$ cat src/hw/jtx_pkg.sv
package jtx_pkg;
  // Bus and stream widths
  localparam int JTX_HDW = 32;
  localparam int JTX_SW  = 16;
  localparam logic [2:0] JTX_HSIZE_WORD = 3'h2;
  // Register indices, byte address is four times the index
  localparam logic [3:0] JTX_IDX_LINK = 4'h0;
  localparam logic [3:0] JTX_IDX_LANE = 4'h1;
  localparam logic [3:0] JTX_IDX_PAT  = 4'h2;
  localparam logic [3:0] JTX_IDX_KLEN = 4'h6;
  localparam logic [3:0] JTX_IDX_STAT = 4'h8;
  // Writable bits and reset values
  localparam logic [7:0] JTX_MSK_LINK = 8'h9F;
  localparam logic [7:0] JTX_MSK_PAT  = 8'hF8;
  localparam logic [7:0] JTX_MSK_KLEN = 8'h1F;
  localparam logic [7:0] JTX_RST_LINK = 8'h00;
  localparam logic [7:0] JTX_RST_LANE = 8'h01;
  localparam logic [7:0] JTX_RST_PAT  = 8'h00;
  localparam logic [7:0] JTX_RST_KLEN = 8'h08;
  // link_control fields
  localparam int JTX_B_CTRL_K   = 7;
  localparam int JTX_B_TPL      = 4;
  localparam int JTX_B_FLIP     = 3;
  localparam int JTX_B_LANE_AL  = 2;
  localparam int JTX_B_FRAME_AL = 1;
  localparam int JTX_B_ILA_SUP  = 0;
  // lane_and_sync_config fields
  localparam int JTX_B_SYNC_REG = 7;
  localparam int JTX_B_SYNC_SEL = 6;
  localparam int JTX_DEC_LSB    = 3;
  localparam int JTX_MODE_LSB   = 0;
  // link_test_pattern_config fields
  localparam int JTX_PAT_LSB    = 5;
  localparam int JTX_B_MF_MASK  = 3;
  // Link pattern codes
  localparam logic [2:0] JTX_PAT_NORM    = 3'h0;
  localparam logic [2:0] JTX_PAT_D215    = 3'h1;
  localparam logic [2:0] JTX_PAT_K285    = 3'h2;
  localparam logic [2:0] JTX_PAT_REP_ILA = 3'h3;
  localparam logic [2:0] JTX_PAT_RPAT    = 3'h4;
  // Multiframe and alignment sequence counts
  localparam logic [4:0] JTX_KMAX_DEF   = 5'h04;
  localparam logic [1:0] JTX_ILA_LAST   = 2'h3;
  localparam logic [1:0] JTX_ILA_CFG_MF = 2'h1;
  localparam logic [2:0] JTX_RPAT_LAST  = 3'h5;
  // Control and data characters
  localparam logic [7:0] JTX_K28_0 = 8'h1C;
  localparam logic [7:0] JTX_K28_3 = 8'h7C;
  localparam logic [7:0] JTX_K28_4 = 8'h9C;
  localparam logic [7:0] JTX_K28_5 = 8'hBC;
  localparam logic [7:0] JTX_K28_7 = 8'hFC;
  localparam logic [7:0] JTX_D21_5 = 8'hB5;
  localparam logic [15:0] JTX_RPAT [6] = '{16'hBED7, 16'h2347, 16'h6B8F,
                                           16'hB314, 16'h5EFB, 16'h3559};
  typedef enum logic [1:0] {JTX_LS_SYNC, JTX_LS_WAIT, JTX_LS_ILA, JTX_LS_DATA} jtx_link_st_t;

  // Active lane mask for a decimation and lane count pair
  function automatic logic [7:0] jtx_lane_mask(input logic [2:0] dec, input logic [2:0] mode);
    unique case ({dec, mode})
      6'o01:                      jtx_lane_mask = 8'hFF;
      6'o02, 6'o04, 6'o71, 6'o61: jtx_lane_mask = 8'h0F;
      6'o62, 6'o41, 6'o72:        jtx_lane_mask = 8'h03;
      6'o42:                      jtx_lane_mask = 8'h01;
      default:                    jtx_lane_mask = 8'h00;
    endcase
  endfunction

  // Bit order reversal of one sample word
  function automatic logic [15:0] jtx_rev16(input logic [15:0] w);
    for (int i = 0; i < 16; i++) begin
      jtx_rev16[i] = w[15-i];
    end
  endfunction
endpackage

$ cat src/hw/jtx_tpl_gen.sv
`timescale 1ns/1ps
module jtx_tpl_gen (
  // Clock and reset
  input  wire logic                       sys_clk_i,
  input  wire logic                       rst_n_i,
  // Multiframe boundary
  input  wire logic                       mf_end_i,
  // Test sample word
  output logic [jtx_pkg::JTX_SW-1:0]      word_o
);
  import jtx_pkg::*;

  typedef struct packed {
    logic [7:0] cnt;
  } jtx_tpl_st_t;

  jtx_tpl_st_t st_r;
  jtx_tpl_st_t st_nxt;

  // Sample index restarts at every multiframe
  always_comb begin
    st_nxt     = st_r;
    st_nxt.cnt = mf_end_i ? 8'h00 : st_r.cnt + 8'h01;
  end

  always_ff @(posedge sys_clk_i or negedge rst_n_i) begin
    if (!rst_n_i) begin
      st_r <= '0;
    end else begin
      st_r <= st_nxt;
    end
  end

  // Index in the high octet, its complement in the low octet
  assign word_o = {st_r.cnt, ~st_r.cnt};
endmodule

$ cat src/hw/jtx_char_align.sv
`timescale 1ns/1ps
module jtx_char_align (
  // Clock and reset
  input  wire logic                       sys_clk_i,
  input  wire logic                       rst_n_i,
  // Octet pair in, high octet first
  input  wire logic [jtx_pkg::JTX_SW-1:0] data_i,
  input  wire logic [1:0]                 k_i,
  input  wire logic                       en_i,
  input  wire logic                       mf_end_i,
  input  wire logic                       lane_al_i,
  input  wire logic                       frame_al_i,
  // Octet pair out
  output logic [jtx_pkg::JTX_SW-1:0]      data_o,
  output logic [1:0]                      k_o
);
  import jtx_pkg::*;

  typedef struct packed {
    logic [7:0]  prev;
    logic [15:0] data;
    logic [1:0]  k;
  } jtx_algn_st_t;

  jtx_algn_st_t st_r;
  jtx_algn_st_t st_nxt;
  logic         rep;

  // Frame end octet equal to the last one may be swapped for a marker
  always_comb begin
    st_nxt      = st_r;
    st_nxt.data = data_i;
    st_nxt.k    = k_i;
    st_nxt.prev = data_i[7:0];
    rep         = en_i && !k_i[0] && (data_i[7:0] == st_r.prev);
    if (rep && mf_end_i && lane_al_i) begin
      st_nxt.data[7:0] = JTX_K28_3;
      st_nxt.k[0]      = 1'b1;
    end else if (rep && !mf_end_i && frame_al_i) begin
      st_nxt.data[7:0] = JTX_K28_7;
      st_nxt.k[0]      = 1'b1;
    end
  end

  always_ff @(posedge sys_clk_i or negedge rst_n_i) begin
    if (!rst_n_i) begin
      st_r <= '0;
    end else begin
      st_r <= st_nxt;
    end
  end

  assign data_o = st_r.data;
  assign k_o    = st_r.k;
endmodule

$ cat src/hw/jtx_link_ctrl.sv
// Implementation choice: the AHB-Lite interface to the registers.
`timescale 1ns/1ps
// Overview of operation
// - Control bit clear gives five frames per multiframe; set uses the length register.
// - Transport test enable replaces samples with the long transport test pattern.
// - Reversal bit emits every output sample word with bit order reversed.
// - Lane alignment enable swaps a data multiframe end octet that repeats the last one for K28.3.
// - Frame alignment enable swaps a data frame end octet that repeats the last one for K28.7.
// - Suppress bit skips the initial lane alignment sequence after sync release.
// - Sync source bit picks the pin or the register sync request.
// - Register sync request with register sourcing sends K28.5 instead of data.
// - Lane count select resets to 001, eight lanes; software matches the PLL.
// - No decimation: code 001 gives eight lanes, 010 or 100 four.
// - Code 001: 2X and 4X complex four lanes, 4X real two; 010 halves.
// - Link pattern select picks data, D21.5, K28.5, repeated ILA or RPAT.
// - Multiframe clock reset mask makes the block ignore reset requests.
module jtx_link_ctrl (
  // Clock and reset
  input  wire logic                        sys_clk_i,
  input  wire logic                        rst_n_i,
  // AHB-Lite slave
  input  wire logic                        hsel_i,
  input  wire logic [jtx_pkg::JTX_HDW-1:0] haddr_i,
  input  wire logic [1:0]                  htrans_i,
  input  wire logic                        hwrite_i,
  input  wire logic [2:0]                  hsize_i,
  input  wire logic [jtx_pkg::JTX_HDW-1:0] hwdata_i,
  input  wire logic                        hready_i,
  output logic [jtx_pkg::JTX_HDW-1:0]      hrdata_o,
  output logic                             hreadyout_o,
  output logic                             hresp_o,
  // Link control inputs
  input  wire logic                        sync_n_i,
  input  wire logic                        mf_clk_rst_i,
  input  wire logic [jtx_pkg::JTX_SW-1:0]  sample_i,
  // Link stream and lane enables
  output logic [jtx_pkg::JTX_SW-1:0]       tx_data_o,
  output logic [1:0]                       tx_k_o,
  output logic [7:0]                       lane_en_o,
  output logic                             ila_active_o
);
  import jtx_pkg::*;

  typedef struct packed {
    logic [7:0]   link;
    logic [7:0]   lane;
    logic [7:0]   pat;
    logic [7:0]   klen;
    logic         ap_wr;
    logic         ap_ok;
    logic [3:0]   ap_idx;
    logic [31:0]  rdata;
    jtx_link_st_t st;
    logic [4:0]   fcnt;
    logic [1:0]   mcnt;
    logic [2:0]   rcnt;
    logic [7:0]   lane_en;
  } jtx_main_st_t;

  localparam jtx_main_st_t JTX_MAIN_RST = '{
    link:    JTX_RST_LINK,
    lane:    JTX_RST_LANE,
    pat:     JTX_RST_PAT,
    klen:    JTX_RST_KLEN,
    ap_wr:   1'b0,
    ap_ok:   1'b0,
    ap_idx:  4'h0,
    rdata:   32'h00000000,
    st:      JTX_LS_SYNC,
    fcnt:    5'h00,
    mcnt:    2'h0,
    rcnt:    3'h0,
    lane_en: 8'h00
  };

  jtx_main_st_t st_r;
  jtx_main_st_t st_nxt;
  logic [15:0]  tpl_word;
  logic [15:0]  samp_w;
  logic [15:0]  strm_data;
  logic [1:0]   strm_k;
  logic [4:0]   kmax;
  logic [2:0]   pat_sel;
  logic         sync_req;
  logic         mf_hit;
  logic         mf_end;
  logic         mf_wrap;
  logic         pat_test;
  logic         algn_en;
  logic         aph;

  // Sync source, multiframe length and boundary
  assign sync_req = st_r.lane[JTX_B_SYNC_SEL] ? st_r.lane[JTX_B_SYNC_REG] : !sync_n_i;
  assign mf_hit   = mf_clk_rst_i && !st_r.pat[JTX_B_MF_MASK];
  assign kmax     = st_r.link[JTX_B_CTRL_K] ? st_r.klen[4:0] : JTX_KMAX_DEF;
  assign mf_end   = (st_r.fcnt >= kmax); // A K cut below the count ends the multiframe at once
  assign mf_wrap  = mf_hit || mf_end;
  assign pat_sel  = st_r.pat[JTX_PAT_LSB +: 3];
  assign pat_test = pat_sel inside {JTX_PAT_D215, JTX_PAT_K285, JTX_PAT_RPAT};
  assign algn_en  = (st_r.st == JTX_LS_DATA) && !pat_test;
  assign aph      = hsel_i && htrans_i[1] && hready_i;

  // Register file, bus phases and link sequencing
  always_comb begin
    logic [3:0]  idx;
    logic [7:0]  wb;
    logic [31:0] rd;
    logic        ok;
    idx    = haddr_i[5:2];
    wb     = hwdata_i[7:0];
    rd     = 32'h00000000;
    ok     = (haddr_i[31:6] == 26'h0000000) && (haddr_i[1:0] == 2'b00) &&
             (hsize_i == JTX_HSIZE_WORD) &&
             (idx inside {JTX_IDX_LINK, JTX_IDX_LANE, JTX_IDX_PAT, JTX_IDX_KLEN, JTX_IDX_STAT});
    st_nxt = st_r;
    // Write data phase lands in the addressed register
    if (st_r.ap_wr && st_r.ap_ok) begin
      unique case (st_r.ap_idx)
        JTX_IDX_LINK: st_nxt.link = wb & JTX_MSK_LINK;
        JTX_IDX_LANE: st_nxt.lane = wb;
        JTX_IDX_PAT:  st_nxt.pat  = wb & JTX_MSK_PAT;
        JTX_IDX_KLEN: st_nxt.klen = wb & JTX_MSK_KLEN;
        default: ;
      endcase
    end
    // Address phase; read value includes a write landing now
    st_nxt.ap_wr = 1'b0;
    st_nxt.ap_ok = 1'b0;
    if (aph) begin
      st_nxt.ap_wr  = hwrite_i;
      st_nxt.ap_ok  = ok;
      st_nxt.ap_idx = idx;
      unique case (idx)
        JTX_IDX_LINK: rd[7:0] = st_nxt.link;
        JTX_IDX_LANE: rd[7:0] = st_nxt.lane;
        JTX_IDX_PAT:  rd[7:0] = st_nxt.pat;
        JTX_IDX_KLEN: rd[7:0] = st_nxt.klen;
        JTX_IDX_STAT: rd[14:0] = {st_r.fcnt, st_r.st, st_r.lane_en};
        default: ;
      endcase
      if (!hwrite_i) begin
        st_nxt.rdata = ok ? rd : 32'h00000000;
      end
    end
    // Frame counter; an unmasked reset request restarts it
    st_nxt.fcnt = mf_wrap ? 5'h00 : st_r.fcnt + 5'h01;
    // Link sequencing
    unique case (st_r.st)
      JTX_LS_SYNC: begin
        if (!sync_req) begin
          st_nxt.st = JTX_LS_WAIT;
        end
      end
      JTX_LS_WAIT: begin
        st_nxt.mcnt = 2'h0;
        if (mf_end) begin
          st_nxt.st = st_r.link[JTX_B_ILA_SUP] ? JTX_LS_DATA : JTX_LS_ILA;
        end
      end
      JTX_LS_ILA: begin
        if (mf_end) begin
          st_nxt.mcnt = st_r.mcnt + 2'h1;
          if (st_r.mcnt == JTX_ILA_LAST && pat_sel != JTX_PAT_REP_ILA) begin
            st_nxt.st = JTX_LS_DATA;
          end
        end
      end
      JTX_LS_DATA: begin
        st_nxt.mcnt = 2'h0;
        if (mf_end && pat_sel == JTX_PAT_REP_ILA) begin
          st_nxt.st = JTX_LS_ILA;
        end
      end
    endcase
    if (sync_req) begin
      st_nxt.st = JTX_LS_SYNC;
    end
    // RPAT word index
    st_nxt.rcnt = 3'h0;
    if (st_r.st == JTX_LS_DATA && pat_sel == JTX_PAT_RPAT && st_r.rcnt != JTX_RPAT_LAST) begin
      st_nxt.rcnt = st_r.rcnt + 3'h1;
    end
    st_nxt.lane_en = jtx_lane_mask(st_r.lane[JTX_DEC_LSB +: 3], st_r.lane[JTX_MODE_LSB +: 3]);
  end

  always_ff @(posedge sys_clk_i or negedge rst_n_i) begin
    if (!rst_n_i) begin
      st_r <= JTX_MAIN_RST;
    end else begin
      st_r <= st_nxt;
    end
  end

  // Sample source and bit order
  always_comb begin
    samp_w = st_r.link[JTX_B_TPL] ? tpl_word : sample_i;
    if (st_r.link[JTX_B_FLIP]) begin
      samp_w = jtx_rev16(samp_w);
    end
  end

  // Octet stream by link state and pattern
  always_comb begin
    strm_data = samp_w;
    strm_k    = 2'b00;
    unique case (st_r.st)
      JTX_LS_SYNC, JTX_LS_WAIT: begin
        strm_data = {JTX_K28_5, JTX_K28_5};
        strm_k    = 2'b11;
      end
      JTX_LS_ILA: begin
        strm_data = 16'h0000;
        if (st_r.fcnt == 5'h00) begin
          strm_data[15:8] = JTX_K28_0;
          strm_k[1]       = 1'b1;
          if (st_r.mcnt == JTX_ILA_CFG_MF) begin
            strm_data[7:0] = JTX_K28_4;
            strm_k[0]      = 1'b1;
          end
        end
        if (mf_end) begin
          strm_data[7:0] = JTX_K28_3;
          strm_k[0]      = 1'b1;
        end
      end
      JTX_LS_DATA: begin
        unique case (pat_sel)
          JTX_PAT_D215: strm_data = {JTX_D21_5, JTX_D21_5};
          JTX_PAT_K285: begin
            strm_data = {JTX_K28_5, JTX_K28_5};
            strm_k    = 2'b11;
          end
          JTX_PAT_RPAT: strm_data = JTX_RPAT[st_r.rcnt];
          default: strm_data = samp_w;
        endcase
      end
    endcase
  end

  jtx_tpl_gen u_tpl (
    .sys_clk_i (sys_clk_i),
    .rst_n_i   (rst_n_i),
    .mf_end_i  (mf_wrap),
    .word_o    (tpl_word)
  );

  jtx_char_align u_algn (
    .sys_clk_i  (sys_clk_i),
    .rst_n_i    (rst_n_i),
    .data_i     (strm_data),
    .k_i        (strm_k),
    .en_i       (algn_en),
    .mf_end_i   (mf_end),
    .lane_al_i  (st_r.link[JTX_B_LANE_AL]),
    .frame_al_i (st_r.link[JTX_B_FRAME_AL]),
    .data_o     (tx_data_o),
    .k_o        (tx_k_o)
  );

  // Bus answers and status outputs
  assign hrdata_o     = st_r.rdata;
  assign hreadyout_o  = 1'b1;
  assign hresp_o      = 1'b0;
  assign lane_en_o    = st_r.lane_en;
  assign ila_active_o = (st_r.st == JTX_LS_ILA);
endmodule

$ cat config.mk
export PLATFORM = sky130hd
export DESIGN_NAME = jtx_link_ctrl
export DESIGN_NICKNAME = d
export VERILOG_FILES = /design/src/hw/jtx_pkg.sv /design/src/hw/jtx_tpl_gen.sv /design/src/hw/jtx_char_align.sv /design/src/hw/jtx_link_ctrl.sv
export SDC_FILE = /design/constraint.sdc
export NUM_CORES = 1
export LEC_CHECK = 0
export BUFFER_PORTS_ARGS = -buffer_cell sky130_fd_sc_hd__buf_2
export CAP_MARGIN = 20
export CORE_MARGIN = 2
export CORE_UTILIZATION = 24
export DETAILED_ROUTE_END_ITERATION = 6
export PLACE_DENSITY = 0.46
export SYNTH_ARGS = -nofsm -noshare
export SYNTH_HDL_FRONTEND = slang
export SYNTH_SLANG_ARGS = --single-unit
$ cat constraint.sdc
create_clock -name sys_clk_i -period 3.06 [get_ports sys_clk_i]
set_clock_uncertainty 0.1 [all_clocks]
set_input_delay 0.306 -clock sys_clk_i [delete_from_list [all_inputs] [get_ports sys_clk_i]]
set_output_delay 0.306 -clock sys_clk_i [all_outputs]
set_load 0.02 [all_outputs]
Yosys cells after proc, flatten, opt, wreduce, memory -nomap -nowiden
Memory sizes are Yosys's and may differ from the RTL's.
Cells that the tools add are included.
{"block": "word_totals", "ff_bits": 124, "input_bits": 92, "romBits": 128, "elab_cells": 144, "memories": 1}
{"name": "(no name shown)", "depth": 8, "word_bits": 16, "read_ports": 1, "rd_clocked_by_memory_dff": 0, "wr": 0, "line_no": "jtx_link_ctrl.sv:233", "text": "JTX_PAT_RPAT: strm_data = JTX_RPAT[st_r.rcnt];"}
{"block": "classes", "addsub": 4, "n_eq_ne": 34, "n_bitwise": 3, "reduce_logical": 40, "n_lt_le_gt_ge": 2, "mux": 43}
{"op": "16-bit one-hot mux with 3 select lines", "count": 2}
{"op": "8-bit 2-to-1 mux", "count": 9}
{"op": "16-bit 2-to-1 mux", "count": 4}
{"op": "32-bit 2-to-1 mux", "count": 2}
{"op": "8-bit one-hot mux with 5 select lines", "count": 1}
{"op": "38-bit 2-to-1 mux", "count": 1}
{"op": "6-bit equality test (second input constant)", "count": 6}
{"op": "8-bit one-hot mux with 4 select lines", "count": 1}
{"op": "26-bit zero test", "count": 1}
{"op": "1-bit logical AND", "count": 18}
{"op": "2-bit 2-to-1 mux", "count": 8}
{"op": "15-bit 2-to-1 mux", "count": 1}
{"op": "13-bit 2-to-1 mux", "count": 1}
{"op": "5-bit 2-to-1 mux", "count": 2}
{"op": "3-bit by 2-bit equality test with 1-bit output (second input constant)", "count": 3}
{"op": "8-bit by 1-bit adder with 8-bit output (second input constant)", "count": 1}
{"op": "4-bit by 1-bit equality test with 1-bit output (second input constant)", "count": 2}
{"op": "4-bit by 2-bit equality test with 1-bit output (second input constant)", "count": 2}
{"op": "4-bit by 3-bit equality test with 1-bit output (second input constant)", "count": 2}
{"op": "8-bit equality test", "count": 1}
{"op": "4-bit zero test", "count": 2}
{"op": "8-bit inverter", "count": 1}
{"op": "2-bit one-hot mux with 4 select lines", "count": 1}
{"op": "7-bit 2-to-1 mux", "count": 1}
{"op": "35 further kinds", "count": 53}

Logic depth before layout (Yosys ltp)
{"block": "depth", "ltp_word": 12, "ltp_mapped": 10}

Modules after synthesis
Synthesis repeated with hierarchy kept, for this count alone.
{"block": "unflattened", "cells_unflattened": 558, "area_unflattened_um2": 5845.6}
{"module": "jtx_link_ctrl", "area_per_inst_um2": 4464.3, "cells_each": 445, "n_inst": 1}
{"module": "jtx_char_align", "area_per_inst_um2": 989.7, "cells_each": 71, "n_inst": 1}
{"module": "jtx_tpl_gen", "area_per_inst_um2": 391.6, "cells_each": 42, "n_inst": 1}

Worst setup path before layout
No wires, ideal clock.
{"block": "synth_path", "path_type": "flip-flop to flip-flop", "from": "reg st_r[61] (netlist name)", "to": "reg u_algn.st_r (netlist bit u_algn.data_o[0])", "period_less_slack_ns": 2.718, "path_buffers": 0, "t_arrival_ns": 2.498, "setup_time_ns": 0.119, "stages_incl_launch_ff": 11, "path_slack_ns": 0.342, "cell_sequence": "dfstp_2 -> nand2_1 -> ha_1 -> nand4_1 -> o221ai_1 -> nand2_1 -> o21ai_0 -> mux2i_1 -> nor4_4 -> nand4_2 -> and2_1"}
{"item": "from (decl)", "line_no": "jtx_link_ctrl.sv:76", "text": "jtx_main_st_t st_r;"}
{"item": "from (signal assigned)", "line_no": "jtx_link_ctrl.sv:190", "text": "st_r <= st_nxt;"}
{"item": "to (signal assigned)", "line_no": "jtx_char_align.sv:49", "text": "st_r <= st_nxt;"}
{"item": "to (decl)", "line_no": "jtx_char_align.sv:25", "text": "jtx_algn_st_t st_r;"}

==> flow_summary.json <==
{
  "netlist_instances": 576,
  "hpwl_mm": 12.4,
  "netlist-cell-type-count": 67,
  "ys_ff_latch": 103,
  "layout-drive-gt1-share_pct": 31.3,
  "p_comb_share_pct": 25.2,
  "setup_tns_ns": 0,
  "ys_seq_area_share_pct": 43.5,
  "area_delta_synth_final_pct": 16.8,
  "min_path_type": "input port to flip-flop",
  "root_buffer": "clkbuf_16",
  "crit_chain": "nand2_1 > ha_1 > nand4_1 > o221a_2 > and2_1 > or2_4 > xnor2_1 > nor4_4 > nand4_2 > and2_1",
  "cap_violations": 0,
  "multi_input_comb_area_um2": 2750,
  "powerDensity_nw_per_um2": 568,
  "synth_area_leaders": "dfrtp_1 43%, buf_4 7.9%, mux2_2 5.3%, mux4_2 5.3%, nand2_1 3.5%",
  "fmax_mhz": 352,
  "grt_pass1_vias": 4505,
  "grt_pass1_wl_mm": 25.4,
  "synthFlopType": "dfrtp_1",
  "post-route-period-util_pct": 92.8,
  "via_per_inst": 4.49,
  "ys_async_sr_fraction_pct": 100,
  "antenna_found_initial": 0,
  "port_buffers": 108,
  "drtIter0Drc": 313,
  "drc": 0,
  "ios": 153,
  "cts_setup_buffers": 0,
  "fin_util_pct": 28.5,
  "rsz0062_at_grt": "false",
  "firstDrtPassIters": 5,
  "slowest_stage": "dfstp_2",
  "synth_edf_count": 0,
  "leakagePower_nw": 3.08,
  "grt_overflow": 0,
  "clk_pin_slew_ns": 0.08,
  "max-slew-margin-rel_pct": 53.3,
  "ant_nets": 0,
  "die_x_um": 161,
  "die-area_um2": 26000,
  "yosysWarningCount": 0,
  "wl_mm": 15.9,
  "clockBufferDepth": 2,
  "critPathRequiredTime_ns": 3.20,
  "max_stage_delay_ns": 0.53,
  "syn_avg_cell_area_um2": 10.3,
  "fp.dieH_um": 161,
  "nFillCells": 2605,
  "synth.most_common_cell": "dfrtp_1",
  "yosysTopAreaCell": "dfrtp_1",
  "setup_viol": 0,
  "seq_area_um2": 2580,
  "start_util_pct": 24.4,
  "whs_ns": 0.126,
  "yosysTopAreaCellShare_pct": 42.7,
  "cp-end-kind": "flip-flop",
  "vias": 4418,
  "fin_crit_ns": 2.84,
  "cts_sinks": 103,
  "globalplace.congestion": 0.824,
  "swShare_pct": 32.7,
  "pre_cts_ws_ns": 0.199,
  "hold_violations": 0,
  "insertion_delay_ns": 0.36,
  "internal_power_mw": 2.64,
  "num_rows": 57,
  "syn_area_um2": 5920,
  "dpl_cell_area_um2": 6580,
  "synth_common_cells": "101 x dfrtp_1, 62 x buf_4, 55 x nand2_1",
  "coreArea_um2": 24200,
  "tightest_slew_ns": 0.700,
  "power_frac_clock_pct": 32.6,
  "cts_buffers": 9,
  "cp.arrival_ns": 2.98,
  "start_kind": "flip-flop",
  "grt_max_degree": 52,
  "wl_per_cell_um": 16.2,
  "p_switching_mw": 1.29,
  "peakVddDrop_mv": 0.281,
  "fin_ws_ns": 0.222,
  "diodes": 0,
  "htree_levels": 3,
  "status": "completed",
  "cts_tree": "built",
  "path_class": "flip-flop to flip-flop",
  "fin_nets": 763,
  "seq_power_share_pct": 42.2,
  "critPathMaxFanout": 8,
  "crit_top_cell": "and2_1",
  "maxSlewViolCount": 0,
  "grt.total_usage_pct": 12.6,
  "stdcell_area_um2": 6920
}
==> registers in the layout, summed over array words and instances, names as in the netlist <==
signal,count
u_algn.st_r,8
u_tpl.st_r,8
u_algn.k_o,2
u_algn.data_o,16
hrdata_o,15
st_r,47
pat_sel,3
lane_en_o,4
==> power groups by stage <==
stage	logic [mW]	clock network, mW	registers [mW]
3_3_place_gp	0.995	0	1.68
6_report	0.990	1.28	1.66
2_1_floorplan	0.764	0	1.63
4_1_cts	1.01	1.32	1.66
5_1_grt	1.11	1.38	1.69
3_5_place_dp	1.00	0	1.69
==> stage by stage <==
stage | std cells | power, mW
4_1_cts | 985 | 3.98
6_report | 985 | 3.93
3_3_place_gp | 968 | 2.68
5_1_grt | 985 | 4.17
2_1_floorplan | 593 | 2.40
3_5_place_dp | 968 | 2.69
==> cell families (layout without fill, tap and decap cells) <==
| group | count (synthesis) | in the layout | synth area share (%) |
|---|---|---|---|
| compound gates | 96 | 96 | 11.4 |
| mux | 46 | 46 | 11.3 |
| fa+ha+maj | 18 | 18 | 3.70 |
| buf+inv | 109 | 177 | 11.1 |
| simple gates | 184 | 184 | 16.1 |
| other cells | 2 | 19 | 0.127 |
| flops | 103 | 103 | 43.5 |
| xor+xnor | 18 | 18 | 2.66 |
==> area by class of cell <==
type,instances,share of cell area [%]
Multi-Input combinational cell,381,39.8
Sequential cell,103,37.3
Timing Repair Buffer,134,10.9
Tap cell,324,5.86
Clock buffer,9,3.25
Clock inverter,7,1.48
Inverter,27,1.46
==> repair_timing <==
action	4_1_cts	5_1_grt
endpoints found under the setup margin	0	2
endpoints found under the hold margin	46	0
gates resized for setup	0	1
hold buffers	1	0
==> placed cells by master, fill, tap and decap left out, types with 3 or more instances in the layout <==
master | Yosys | routed
inv_1 | 27 | 27
a211oi_1 | 3 | 3
xnor2_1 | 11 | 11
clkbuf_16 | 0 | 9
nor2b_1 | 10 | 10
mux4_2 | 14 | 14
mux2i_1 | 4 | 4
a22o_1 | 8 | 8
conb_1 | 2 | 19
and2_1 | 13 | 13
a21o_1 | 5 | 5
nand3b_1 | 3 | 3
a21oi_1 | 20 | 20
dfrtp_1 | 101 | 101
nand2_1 | 55 | 55
a31oi_1 | 5 | 5
buf_4 | 62 | 25
mux2_2 | 28 | 28
nor3_1 | 3 | 3
ha_1 | 15 | 15
a41oi_1 | 3 | 3
nand4_1 | 8 | 8
a31o_2 | 3 | 3
buf_2 | 5 | 107
nand2b_1 | 6 | 6
and3_1 | 3 | 3
o21ai_1 | 2 | 3
o21ai_0 | 14 | 13
nor2_1 | 43 | 43
nor4_1 | 9 | 9
o221ai_1 | 3 | 3
a22oi_1 | 6 | 6
nor4b_1 | 5 | 5
xor2_1 | 7 | 7
nand3_1 | 14 | 14
==> per-layer routing <==
layer | up-vias | global-route usage [%] | share of wire (%)
met2 | 127 | 20.4 | 46
met5 | - | 0 | 0
li1 | 2122 | - | -
met1 | 2154 | 17.1 | 47
met4 | 0 | 3.69 | 1.5
met3 | 15 | 2.70 | 4.6
==> final timing paths <==
path	start	endpoint	slack, ns	cells after the start
setup / recovery	st_r[61]	u_algn.data_o[0]	0.22	10
hold / removal	hwrite_i	st_r[57]	0.13	3
setup reg to reg	st_r[61]	u_algn.data_o[0]	0.22	10
hold reg to reg	hrdata_o[2]	hrdata_o[2]	0.37	1
max in group asynchronous	rst_n_i	st_r[74]	1.69	3
min in group asynchronous	rst_n_i	u_algn.data_o[0]	0.43	2
==> critical path: cells and delay by family (launching register included) <==
family          cells  cell delay, ns
simple gates        7            1.38
flops               1            0.53
fa+ha+maj           1            0.29
compound gates      1            0.27
xor+xnor            1            0.16
Power figures use the tool's default switching activity.
